$ cat config.mk
export PLATFORM = sky130hd
export DESIGN_NAME = fcl_credit_loop
export DESIGN_NICKNAME = d
export VERILOG_FILES = /design/src/common/fcl_pkg.sv /design/src/common/fcl_stream_if.sv /design/src/fcl_credit_loop.sv /design/src/fcl_fifo.sv /design/src/fcl_tx_gate.sv
export SDC_FILE = /design/constraint.sdc
export NUM_CORES = 2
export LEC_CHECK = 0
export BUFFER_PORTS_ARGS = -buffer_cell sky130_fd_sc_hd__buf_2
export CORE_ASPECT_RATIO = 0.5
export CORE_UTILIZATION = 31
export CTS_CLUSTER_DIAMETER = 60
export CTS_CLUSTER_SIZE = 12
export DETAILED_ROUTE_END_ITERATION = 8
export SLEW_MARGIN = 25
export SYNTH_ARGS = -nofsm -noshare
export SYNTH_HDL_FRONTEND = slang
export SYNTH_SLANG_ARGS = --single-unit
$ cat constraint.sdc
create_clock -name clk_sys -period 11.84 [get_ports clk_sys]
set_input_delay 1.776 -clock clk_sys [delete_from_list [all_inputs] [get_ports clk_sys]]
set_output_delay 1.776 -clock clk_sys [all_outputs]
set_load 0.02 [all_outputs]
$ cat src/common/fcl_pkg.sv
/*
 * Constants, types and defaults shared by the flow-control credit loop.
 * Assumes one 25 MHz clock and credit counters that wrap modulo their width.
 */
package fcl_pkg;
    localparam int FCL_NCLS = 6;
    localparam int FCL_NTYPE = 3;
    localparam int FCL_CW = 12;
    localparam int FCL_DW = 32;
    localparam int FCL_FIFO_DEPTH = 32;

    localparam int FCL_CLK_MHZ = 25;
    localparam int FCL_UPD_TIMER_US = 30;
    localparam int FCL_UPD_TIMER_CYC = FCL_UPD_TIMER_US * FCL_CLK_MHZ;

    localparam logic [FCL_CW-1:0] FCL_HDR_PER_PKT = 12'h001;
    localparam logic [FCL_CW-1:0] FCL_MAX_PAYLOAD_CRED = 12'h010;
    localparam int FCL_QUARTER_SHIFT = 2;

    // class index = type * 2 + (0 header, 1 data)
    localparam logic [FCL_CW-1:0] FCL_RX_CRED_DEF [FCL_NCLS] = '{12'h010, 12'h100, 12'h010, 12'h010, 12'h020, 12'h200};
    localparam logic [FCL_CW-1:0] FCL_STARVE_THR_DEF [FCL_NCLS] = '{FCL_HDR_PER_PKT, FCL_MAX_PAYLOAD_CRED,
        FCL_HDR_PER_PKT, FCL_MAX_PAYLOAD_CRED, FCL_HDR_PER_PKT, FCL_MAX_PAYLOAD_CRED};

    typedef enum logic [1:0] {FCL_P, FCL_NP, FCL_CPL} fcl_type_t;
    typedef enum logic [2:0] {FCL_PICK_NONE, FCL_PICK_FCH, FCL_PICK_TLP, FCL_PICK_DLLP, FCL_PICK_FCL} fcl_pick_t;
endpackage : fcl_pkg

$ cat src/common/fcl_stream_if.sv
/*
 * Valid/ready word stream between the credit loop and its receive buffer.
 * Assumes both ends on clk_sys.
 */
`timescale 1ns/100ps
interface fcl_stream_if #(parameter int W = 8);
    logic valid;
    logic ready;
    logic [W-1:0] data;
    modport src(output valid, output data, input ready);
    modport snk(input valid, input data, output ready);
endinterface : fcl_stream_if

$ cat src/fcl_credit_loop.sv
/*
 * Credit-based flow-control loop: transmit gating, receive buffer, credit
 * return and flow-control update scheduling onto the outgoing link.
 * Assumes link-side and application-side logic on clk_sys; link_busy is high
 * while a packet is on the outgoing link.
 */
`timescale 1ns/100ps
module fcl_credit_loop
    import fcl_pkg::*;
#(
    parameter int DW = FCL_DW,
    parameter int CW = FCL_CW,
    parameter int DEPTH = FCL_FIFO_DEPTH,
    parameter logic [FCL_CW-1:0] RX_CRED [FCL_NCLS] = FCL_RX_CRED_DEF,
    parameter logic [FCL_CW-1:0] STARVE_THR [FCL_NCLS] = FCL_STARVE_THR_DEF
) (
    input wire logic clk_sys,
    input wire logic rst,
    // application transmit requests
    input wire logic tx_req,
    input wire fcl_type_t tx_type,
    input wire logic [CW-1:0] tx_dcred,
    output logic tx_grant,
    // other link-layer packets (acknowledgements)
    input wire logic dllp_req,
    output logic dllp_grant,
    input wire logic link_busy,
    // flow-control packets received from the far side
    input wire logic fc_in_init,
    input wire logic fc_in_upd,
    input wire fcl_type_t fc_in_type,
    input wire logic [CW-1:0] fc_in_hdr,
    input wire logic [CW-1:0] fc_in_data,
    // flow-control update to send
    output logic fc_out_valid,
    output logic fc_out_hipri,
    output fcl_type_t fc_out_type,
    output logic [CW-1:0] fc_out_hdr,
    output logic [CW-1:0] fc_out_data,
    // packets received from the link
    input wire logic rx_in_valid,
    output logic rx_in_ready,
    input wire logic [DW-1:0] rx_in_data,
    input wire logic rx_in_last,
    input wire fcl_type_t rx_in_type,
    input wire logic [CW-1:0] rx_in_dcred,
    // application receive side
    output logic app_valid,
    input wire logic app_ready,
    output logic [DW-1:0] app_data,
    output logic app_last,
    output fcl_type_t app_type,
    output logic [CW-1:0] app_dcred
);
    localparam int FW = DW + 1 + 2 + CW;
    localparam int TW = $clog2(FCL_UPD_TIMER_CYC + 1);
    localparam logic [TW-1:0] TMR_LOAD = TW'(FCL_UPD_TIMER_CYC);
    localparam logic [TW-1:0] TMR_LAST = TW'(1);

    if (DW < 1 || CW < 8 || FCL_UPD_TIMER_CYC < 2) begin : g_bad_param
        $error("fcl_credit_loop parameters out of range");
    end

    function automatic fcl_type_t first_type(input logic [FCL_NTYPE-1:0] v);
        if (v[0]) begin
            return FCL_P;
        end else if (v[1]) begin
            return FCL_NP;
        end
        return FCL_CPL;
    endfunction : first_type

    // transmit credit gate
    logic tx_ok;
    logic tx_take;

    fcl_tx_gate #(
        .CW(CW)
    ) u_gate (
        .clk_sys(clk_sys),
        .rst(rst),
        .lim_load(fc_in_init),
        .lim_upd(fc_in_upd),
        .lim_type(fc_in_type),
        .lim_hdr(fc_in_hdr),
        .lim_data(fc_in_data),
        .chk_type(tx_type),
        .chk_dcred(tx_dcred),
        .take(tx_take),
        .ok(tx_ok)
    );

    // receive buffer
    fcl_stream_if #(.W(FW)) fin ();
    fcl_stream_if #(.W(FW)) fout ();

    assign fin.valid = rx_in_valid;
    assign fin.data = {rx_in_data, rx_in_last, rx_in_type, rx_in_dcred};
    assign rx_in_ready = fin.ready;

    fcl_fifo #(
        .W(FW),
        .DEPTH(DEPTH)
    ) u_buf (
        .clk_sys(clk_sys),
        .rst(rst),
        .wr(fin.snk),
        .rd(fout.src)
    );

    // application output stage
    logic [DW-1:0] o_data;
    logic o_last;
    logic [1:0] o_type;
    logic [CW-1:0] o_dcred;
    logic stage_free;

    assign {o_data, o_last, o_type, o_dcred} = fout.data;
    assign stage_free = !app_valid || app_ready;
    assign fout.ready = stage_free;

    always_ff @(posedge clk_sys) begin
        if (rst) begin
            app_valid <= 1'b0;
            app_data <= '0;
            app_last <= 1'b0;
            app_type <= FCL_P;
            app_dcred <= '0;
        end else if (stage_free) begin
            app_valid <= fout.valid;
            if (fout.valid) begin
                app_data <= o_data;
                app_last <= o_last;
                app_type <= fcl_type_t'(o_type);
                app_dcred <= o_dcred;
            end
        end
    end

    // credit events
    logic rd_done;
    logic rx_done;
    assign rd_done = app_valid && app_ready && app_last;
    assign rx_done = rx_in_valid && rx_in_ready && rx_in_last;

    // arbitration picks
    fcl_pick_t pick;
    fcl_type_t pick_t;
    logic fc_pick;
    logic slot;
    logic hold;
    logic [FCL_NTYPE-1:0] pend;
    logic [FCL_NTYPE-1:0] hi;
    logic [FCL_NTYPE-1:0] force_upd;
    logic [TW-1:0] tmr;
    logic tmr_expire;

    // per-class receive counters
    logic [CW-1:0] alloc [FCL_NCLS];
    logic [CW-1:0] sent [FCL_NCLS];
    logic [FCL_NCLS-1:0] diff;
    logic [FCL_NCLS-1:0] starve;
    logic [FCL_NCLS-1:0] big;

    for (genvar c = 0; c < FCL_NCLS; c++) begin : g_rx
        localparam fcl_type_t CT = fcl_type_t'(c / 2);
        localparam bit IS_DATA = (c % 2) == 1;
        localparam logic [CW-1:0] QUARTER = CW'(RX_CRED[c] >> FCL_QUARTER_SHIFT);
        logic [CW-1:0] rcvd;
        logic [CW-1:0] rd_inc;
        logic [CW-1:0] rx_inc;
        logic [CW-1:0] remote_left;
        logic [CW-1:0] unsent;

        assign rd_inc = IS_DATA ? app_dcred : CW'(FCL_HDR_PER_PKT);
        assign rx_inc = IS_DATA ? rx_in_dcred : CW'(FCL_HDR_PER_PKT);

        always_ff @(posedge clk_sys) begin
            if (rst) begin
                alloc[c] <= CW'(RX_CRED[c]);
            end else if (rd_done && app_type == CT) begin
                alloc[c] <= alloc[c] + rd_inc;
            end
        end

        always_ff @(posedge clk_sys) begin
            if (rst) begin
                rcvd <= '0;
            end else if (rx_done && rx_in_type == CT) begin
                rcvd <= rcvd + rx_inc;
            end
        end

        always_ff @(posedge clk_sys) begin
            if (rst) begin
                sent[c] <= CW'(RX_CRED[c]);
            end else if (fc_pick && pick_t == CT) begin
                sent[c] <= alloc[c];
            end
        end

        assign remote_left = sent[c] - rcvd;
        assign unsent = alloc[c] - sent[c];
        assign diff[c] = alloc[c] != sent[c];
        assign starve[c] = remote_left < CW'(STARVE_THR[c]) && diff[c];
        assign big[c] = unsent >= QUARTER && diff[c];
    end

    for (genvar t = 0; t < FCL_NTYPE; t++) begin : g_type
        always_ff @(posedge clk_sys) begin
            if (rst) begin
                force_upd[t] <= 1'b0;
            end else if (tmr_expire) begin
                force_upd[t] <= 1'b1;
            end else if (fc_pick && pick_t == fcl_type_t'(t)) begin
                force_upd[t] <= 1'b0;
            end
        end

        assign pend[t] = diff[2*t] || diff[2*t+1] || force_upd[t];
        assign hi[t] = pend[t] && (starve[2*t] || starve[2*t+1] || big[2*t] || big[2*t+1] || force_upd[t]);
    end

    // update timer, reloaded on every update sent
    always_ff @(posedge clk_sys) begin
        if (rst) begin
            tmr <= TMR_LOAD;
        end else if (fc_pick) begin
            tmr <= TMR_LOAD;
        end else if (tmr != '0) begin
            tmr <= tmr - 1'b1;
        end
    end

    assign tmr_expire = tmr == TMR_LAST;

    // one pick per free link slot; the cycle after a pick waits for link_busy
    assign slot = !link_busy && !hold;

    always_comb begin
        pick = FCL_PICK_NONE;
        pick_t = FCL_P;
        if (slot) begin
            if (|hi) begin
                pick = FCL_PICK_FCH;
                pick_t = first_type(hi);
            end else if (tx_req && tx_ok) begin
                pick = FCL_PICK_TLP;
            end else if (dllp_req) begin
                pick = FCL_PICK_DLLP;
            end else if (|pend) begin
                pick = FCL_PICK_FCL;
                pick_t = first_type(pend);
            end
        end
    end

    assign fc_pick = pick == FCL_PICK_FCH || pick == FCL_PICK_FCL;
    assign tx_take = pick == FCL_PICK_TLP;

    always_ff @(posedge clk_sys) begin
        if (rst) begin
            hold <= 1'b0;
        end else begin
            hold <= pick != FCL_PICK_NONE;
        end
    end

    always_ff @(posedge clk_sys) begin
        if (rst) begin
            tx_grant <= 1'b0;
            dllp_grant <= 1'b0;
            fc_out_valid <= 1'b0;
            fc_out_hipri <= 1'b0;
        end else begin
            tx_grant <= 1'b0;
            dllp_grant <= 1'b0;
            fc_out_valid <= 1'b0;
            fc_out_hipri <= 1'b0;
            unique case (pick)
                FCL_PICK_NONE: begin
                end
                FCL_PICK_FCH: begin
                    fc_out_valid <= 1'b1;
                    fc_out_hipri <= 1'b1;
                end
                FCL_PICK_TLP: begin
                    tx_grant <= 1'b1;
                end
                FCL_PICK_DLLP: begin
                    dllp_grant <= 1'b1;
                end
                FCL_PICK_FCL: begin
                    fc_out_valid <= 1'b1;
                end
                default: begin
                end
            endcase
        end
    end

    always_ff @(posedge clk_sys) begin
        if (rst) begin
            fc_out_type <= FCL_P;
            fc_out_hdr <= '0;
            fc_out_data <= '0;
        end else if (fc_pick) begin
            fc_out_type <= pick_t;
            fc_out_hdr <= alloc[{pick_t, 1'b0}];
            fc_out_data <= alloc[{pick_t, 1'b1}];
        end
    end
endmodule : fcl_credit_loop

$ cat src/fcl_fifo.sv
/*
 * Receive buffer: synchronous FIFO, width and depth as parameters.
 * Assumes a power-of-two depth and a single clock with synchronous reset.
 */
`timescale 1ns/100ps
module fcl_fifo #(
    parameter int W = 8,
    parameter int DEPTH = 32
) (
    input wire logic clk_sys,
    input wire logic rst,
    fcl_stream_if.snk wr,
    fcl_stream_if.src rd
);
    localparam int AW = $clog2(DEPTH);
    localparam logic [AW:0] FULL_CNT = (AW+1)'(DEPTH);

    if (DEPTH < 2 || (DEPTH & (DEPTH - 1)) != 0) begin : g_bad_depth
        $error("fcl_fifo depth must be a power of two of at least 2");
    end

    logic [W-1:0] mem [DEPTH];
    logic [AW-1:0] wptr;
    logic [AW-1:0] rptr;
    logic [AW:0] cnt;
    logic not_full;
    logic push;
    logic pop;
    logic [AW:0] next_cnt;

    assign push = wr.valid && not_full;
    assign pop = rd.ready && (cnt != '0);
    assign next_cnt = cnt + {{AW{1'b0}}, push} - {{AW{1'b0}}, pop};

    always_ff @(posedge clk_sys) begin
        if (push) begin
            mem[wptr] <= wr.data;
        end
    end

    always_ff @(posedge clk_sys) begin
        if (rst) begin
            wptr <= '0;
            rptr <= '0;
            cnt <= '0;
            not_full <= 1'b1;
        end else begin
            if (push) begin
                wptr <= wptr + 1'b1;
            end
            if (pop) begin
                rptr <= rptr + 1'b1;
            end
            cnt <= next_cnt;
            not_full <= next_cnt != FULL_CNT;
        end
    end

    assign wr.ready = not_full;
    assign rd.valid = cnt != '0;
    assign rd.data = mem[rptr];
endmodule : fcl_fifo

$ cat src/fcl_tx_gate.sv
/*
 * Transmit credit gate: limit and consumed counters for six classes.
 * Assumes chk_type and chk_dcred stay steady while a request waits.
 */
`timescale 1ns/100ps
module fcl_tx_gate
    import fcl_pkg::*;
#(
    parameter int CW = FCL_CW
) (
    input wire logic clk_sys,
    input wire logic rst,
    input wire logic lim_load,
    input wire logic lim_upd,
    input wire fcl_type_t lim_type,
    input wire logic [CW-1:0] lim_hdr,
    input wire logic [CW-1:0] lim_data,
    input wire fcl_type_t chk_type,
    input wire logic [CW-1:0] chk_dcred,
    input wire logic take,
    output logic ok
);
    if (CW < 8) begin : g_bad_cw
        $error("fcl_tx_gate credit width too small");
    end

    logic [FCL_NCLS-1:0] fit;

    for (genvar c = 0; c < FCL_NCLS; c++) begin : g_cls
        localparam fcl_type_t CT = fcl_type_t'(c / 2);
        localparam bit IS_DATA = (c % 2) == 1;
        logic [CW-1:0] lim;
        logic [CW-1:0] cons;
        logic [CW-1:0] avail;
        logic [CW-1:0] need;

        always_ff @(posedge clk_sys) begin
            if (rst) begin
                lim <= '0;
            end else if ((lim_load || lim_upd) && lim_type == CT) begin
                lim <= IS_DATA ? lim_data : lim_hdr;
            end
        end

        always_ff @(posedge clk_sys) begin
            if (rst) begin
                cons <= '0;
            end else if (lim_load && lim_type == CT) begin
                cons <= '0;
            end else if (take && chk_type == CT) begin
                cons <= cons + need;
            end
        end

        assign need = IS_DATA ? chk_dcred : CW'(FCL_HDR_PER_PKT);
        assign avail = lim - cons;
        assign fit[c] = avail >= need;
    end

    assign ok = fit[{chk_type, 1'b0}] && fit[{chk_type, 1'b1}];
endmodule : fcl_tx_gate

### Word level (Yosys, flattened, before mapping)

Memories as Yosys holds them, arrays and structs flattened. A register that Yosys moved wholly into a read port is not among the register bits.
Index checks and enable logic that the tools add are counted.

* register bits after elaboration: 254
* bits in latches: 0
* memory bits (writable): 1648
* memory bits (read-only): 0
* input port bits: 96
* logic and storage cells: 290
* memories: 3

Memory list
* u_buf.mem: depth 32, bits a word 47, rd ports 1, clocked after memory_dff 1, write ports 1, RTL line fcl_fifo.sv:22 `logic [W-1:0] mem [DEPTH];`
* alloc: depth 6, bits a word 12, rd ports 8, clocked after memory_dff 2, write ports 6, RTL line fcl_credit_loop.sv:159 `logic [CW-1:0] alloc [FCL_NCLS];`
* sent: depth 6, bits a word 12, rd ports 6, clocked after memory_dff 0, write ports 6, RTL line fcl_credit_loop.sv:160 `logic [CW-1:0] sent [FCL_NCLS];`

* add/subtract/negate cells: 41
* multiply operators: 0
* div/mod/pow operators: 0
* $lt $le $gt $ge: 20
* equality and inequality tests: 22
* shift operators: 0
* multiplexer cells: 75
* bitwise gates (word level): 12
* reduce and logical (&&, ||, !) cells: 84

Operators by type and width (number)
* subtractor 12 bit: 18
* two-way mux 12 bit: 12
* adder 12 x 1 -> 12 bit, second input constant: 9
* adder 12 bit: 9
* != test 12 bit: 6
* two-way mux 1 bit: 45
* logical AND 1 bit: 41
* greater-or-equal comparator 12 x 1 -> 1 bit, second input constant: 3
* greater-or-equal comparator 12 bit: 3
* greater-or-equal comparator 12 x 3 -> 1 bit, second input constant: 3
* less-than comparator 12 x 1 -> 1 bit, second input constant: 3
* less-than comparator 12 x 5 -> 1 bit, second input constant: 3
* two-way mux 2 bit: 11
* logical OR 1 bit: 21
* two-way mux 3 bit: 5
* greater-or-equal comparator 12 x 4 -> 1 bit, second input constant: 1
* greater-or-equal comparator 12 x 7 -> 1 bit, second input constant: 1
* greater-or-equal comparator 12 x 8 -> 1 bit, second input constant: 1
* OR 1 bit: 12
* adder 5 x 1 -> 5 bit, second input constant: 2
* == test 10 x 1 -> 1 bit, second input constant: 1
* == test 2 x 1 -> 1 bit, second input constant: 5
* == test 2 bit, second input constant: 5
* zero test 2 bit: 5
* 17 further kinds: 29

### Logic depth before layout (Yosys ltp)

An unclocked memory read counts as a cell.

* depth in word-level cells: 24
* gate-level depth with buffers: 29

### By module

A second synthesis with hierarchy kept.

* cell total of the unflattened synthesis: 6817
* area total of the unflattened synthesis: 90200.3 um2

Modules (own cells, without submodules)
* fcl_fifo: instances 1, cells an instance 3013, area each 58695.0 um2, sequential area each 45603.7 um2
* fcl_credit_loop: instances 1, cells an instance 2435, area each 21032.7 um2, sequential area each 7607.3 um2
* fcl_tx_gate: instances 1, cells an instance 1369, area each 10472.5 um2, sequential area each 2882.8 um2

### Least setup slack after synthesis

Ideal clock, no wire load.

* path type: flip-flop to flip-flop
* start point: reg u_gate.g_cls[5].cons[1]
* end point: mem sent[0][0] in the netlist's numbering, enable pin
* setup time: 438 ps
* data arrival time: 5935 ps
* data required time: 11402 ps
* slack: 5467 ps
* stages on the path, launching flop included: 29
* path buffers: 1
* period minus slack after synthesis: 6373 ps
* cell sequence: dfxtp_1 > inv_1 > ha_1 > nor2b_1 > o21ai_0 > a21boi_0 > o21ai_0 > a21boi_0 > o21ai_0 > a21boi_0 > o21ai_0 > nand2b_1 > a21o_1 > a21oi_1 > xnor2_1 > ha_1 > o21a_1 > nor2_1 > o21ai_0 > nand2_1 > nor2_1 > o211ai_1 > nor3_1 > a211o_1 > o21ai_1 > nand3_1 > buf_4 > nand2_1 > o21ai_0

RTL lines
* start: declaration: RTL line fcl_tx_gate.sv:33 `logic [CW-1:0] cons;`
* start signal: assignment: RTL line fcl_tx_gate.sv:51 `cons <= cons + need;`
* end: declaration: RTL line fcl_credit_loop.sv:160

==> reports/metrics.csv <==
stage,metric,value,unit
floorplan,Std-Cell Rows,138,
synth,Synth Area per Inst,14.7,sq um
clock_tree,Clock Tree Root,clkbuf_16,
floorplan,die height,382,microns
setup_path,reg2reg start,u_gate.g_cls[1].cons[1],
synth,post-synth top area cell,edfxtp_1,
clock_tree,"Hold-fix buffers, CTS",0,
grt,antenna violations before repair,17,
sta,max-slew violation count,0,
synth,Post-synth EDFFs,1648,
setup_path,crit path DAT,7.57,ns
clock_tree,post-cts sizing count,0,
floorplan,Die Width,761,microns
grt,pin count of the biggest net entering global routing,141,
setup_path,Worst Path Required,12.40,ns
sta,final hold violations,0,
floorplan,number of I/O pins,175,
route,number of DRC markers in iteration 0,4793,
setup_path,Worst Path Max Fanout,29,
setup_path,Critical Path Start Type,register,
synth,post-synth cell types,95,
grt,global-route wire length before repair,338,mm
route,vias after detailed routing,51900,
sta,Worst-Margin Slew,1.05,ns
sta,Fin Setup TNS,0,ns
synth,sequential share of the synthesized area,62.6,%
placement,Post-DP Area,95100,sq um
synth,"count leader, synth",edfxtp_1,
clock_tree,CTS sink cnt,1973,
final_layout,layout cell share with drive strength beyond 1,16.6,%
setup_path,critical path type,register to register,
synth,Synth Register Bits,1973,
flow_run,Max-Cap Viols,0,
final_layout,final instance area,101000,sq um
clock_tree,Post-CTS Repair Setup Buffers,0,
clock_tree,worst skew pair latency,0.85,ns
route,DR vias/cell,5.07,
sta,fin crit share,59.3,%
power_and_ir_drop,Cell Pwr Density,176,nW/um^2
synth,largest cells by area after synthesis,"edfxtp_1, mux4_2, dfxtp_1",
clock_tree,H-tree depth,4,
clock_tree,CTS tree,yes,
final_layout,Final Util,35.5,%
setup_path,Critical Path Source,u_gate.g_cls[1].cons[1],
power_and_ir_drop,Tot Pwr,17.8,mW
min_path,Hold Path Origin,u_gate.g_cls[1].lim[0],
final_layout,Layout area overhead,13.3,%
placement,Port Buffers,174,
min_path,Min-Delay Path Class,register to register,
floorplan,Core Box Area,285000,sq um
synth,Yosys Warn Count,0,
route,Routed Antenna Nets,0,
grt,GRT overflow,0,
placement,dpl hpwl,141,mm
synth,top cell type's share of synthesized area,55.4,%
power_and_ir_drop,leak pwr,33.9,nW
setup_path,Crit. End Element,register,
clock_tree,CTS max path bufs,3,
floorplan,Initial Util,31.4,%
sta,RSZ-0062 raised after global routing,false,
grt,GRT Total Usage,15.4,%
grt,vias in the first global route,51300,
synth,"Top FF cell, synth",edfxtp_1,
power_and_ir_drop,Peak VDD IR,0.175,mV
route,drt pass-1 iters,5,
sta,"Setup violations, final",0,
route,routed wire length,229,mm
synth,Synth top cells by count,"edfxtp_1, mux4_2, nor2_1",
placement,routability cong.,0.865,
route,Routed WL per cell,22.4,microns
route,Remaining DRCs,0,
synth,Mapped Area,89400,sq um
sta,minimum clock period,7.02,ns
final_layout,nets@finish,6761,
synth,Post-Syn Instances,6068,
clock_tree,"Clk pin slew, worst setup/hold paths",0.06,ns
sta,Rel. slew slack,29.7,%
status,status,"finished, final reports clean",
synth,syn_nets,6537,
floorplan,die area,291000,sq um
sta,Final Skew,0.0697,ns
sta,f_max,142,MHz
clock_tree,total CTS buffers,193,
synth,asr flop ratio synth,0,%
==> layout make-up <==
class                      count  area, sq um
clock buffer                 303         5280
fill                       26900       184000
clock inverter                42          754
antenna                        3         7.51
sequential                  1973        56000
timing repair buffer         261         1680
inverter                     396         1490
tap                         3780         4730
multi-input combinational   3467        31300
==> stage by stage <==
stage,instances,hold WS (ns),setup slack [ns]
final,10200,0.458,4.82
after global routing,10200,0.474,4.17
after CTS,10200,0.462,4.48
after detailed placement,9873,0.447,4.54
after global placement,9870,0.444,4.61
after floorplan,6068,0.435,5.47
==> sequential cells by signal (all words and copies together) (netlist names), 2 cells and up <==
register	flops
app_dcred	12
app_data	32
alloc	72
u_buf.cnt	6
u_gate.g_cls.cons	72
u_buf.mem	1504
u_buf.rptr	5
fc_out_type	2
g_rx.rcvd	72
fc_out_hdr	12
app_type	2
u_buf.wptr	5
tmr	10
sent	72
u_gate.g_cls.lim	72
fc_out_data	12
force_upd	3
==> path summary, 6_finish.rpt <==
| kind | cells after the start | slack (ns) | to |
|---|---|---|---|
| worst min-delay path | 2 | 0.46 | u_gate.g_cls[1].lim[0] |
| worst max-delay path | 24 | 4.82 | sent[0][9] |
| worst min register to register | 2 | 0.46 | u_gate.g_cls[1].lim[0] |
| worst max register to register | 24 | 4.82 | sent[0][9] |
==> cells in the final DEF (no fill, tap or decap), types with 18 or more instances in the layout <==
cell and instances:
nand2b_1 49, a211oi_1 80, o21bai_1 18, buf_2 173, nor2_4 32, mux2i_1 90
clkbuf_16 193, o21a_1 38, nand2_1 388, and3_1 29, a21boi_0 20, or3_1 26
nor2b_1 64, o21ai_0 136, a21o_1 80, xor2_1 89, a21oi_1 307, nor4_1 27
xnor2_1 164, a31oi_1 21, mux4_2 470, dfxtp_1 320, fa_1 19, inv_1 396
nor2_1 419, buf_4 76, and2_1 40, ha_1 354, nand4_1 44, o221ai_1 30
nor3_1 82, edfxtp_1 1648, clkbuf_1 106, nand3_1 77
==> routing by layer <==
layer | share of wire [%] | track usage (%) | up-vias
met5 | 0.010 | 0 | -
met4 | 2.4 | 4.00 | 4
met3 | 4.7 | 1.93 | 308
li1 | - | - | 23700
met1 | 43 | 20.5 | 26500
met2 | 50 | 26.6 | 1349
==> cell families (layout without fill, tap and decap cells) <==
kind of cell / count (synthesis) / in the layout / share of synthesized area, %
flops: 1973 / 1973 / 62.6
simple gates: 1389 / 1389 / 7.44
compound gates: 887 / 887 / 6.46
buf+inv: 628 / 1002 / 2.68
mux: 565 / 565 / 12.9
fa+ha+maj: 373 / 373 / 5.38
xor+xnor: 253 / 253 / 2.48
other cells: 0 / 3 / 0
==> worst max-delay path: stages (launching register included) <==
cell and delay, ns:
dfxtp_1 0.36, inv_1 0.11, ha_1 0.29, nor2b_1 0.13, o21ai_0 0.19, a21boi_0 0.15
o21ai_0 0.24, a21boi_0 0.17, o21ai_0 0.31, a21boi_0 0.17, o21ai_0 0.18, nand2b_1 0.11
a21o_1 0.19, a21oi_1 0.18, xnor2_1 0.14, ha_1 0.26, nor2b_1 0.13, a2111oi_0 0.71
buf_4 0.24, a41oi_1 0.10, a211o_1 0.36, o21ai_1 0.17, nand3_2 0.78, and3b_1 0.76
and2_1 0.27
==> where the power goes <==
part           leakage, nW  internal, mW  switching [mW]
registers             17.7          7.72           0.271
clock network         2.85          3.25            2.70
logic                 13.4          1.86            1.98
total                 33.9          12.8            4.95
Note: power is estimated with default switching activity, not from simulation.
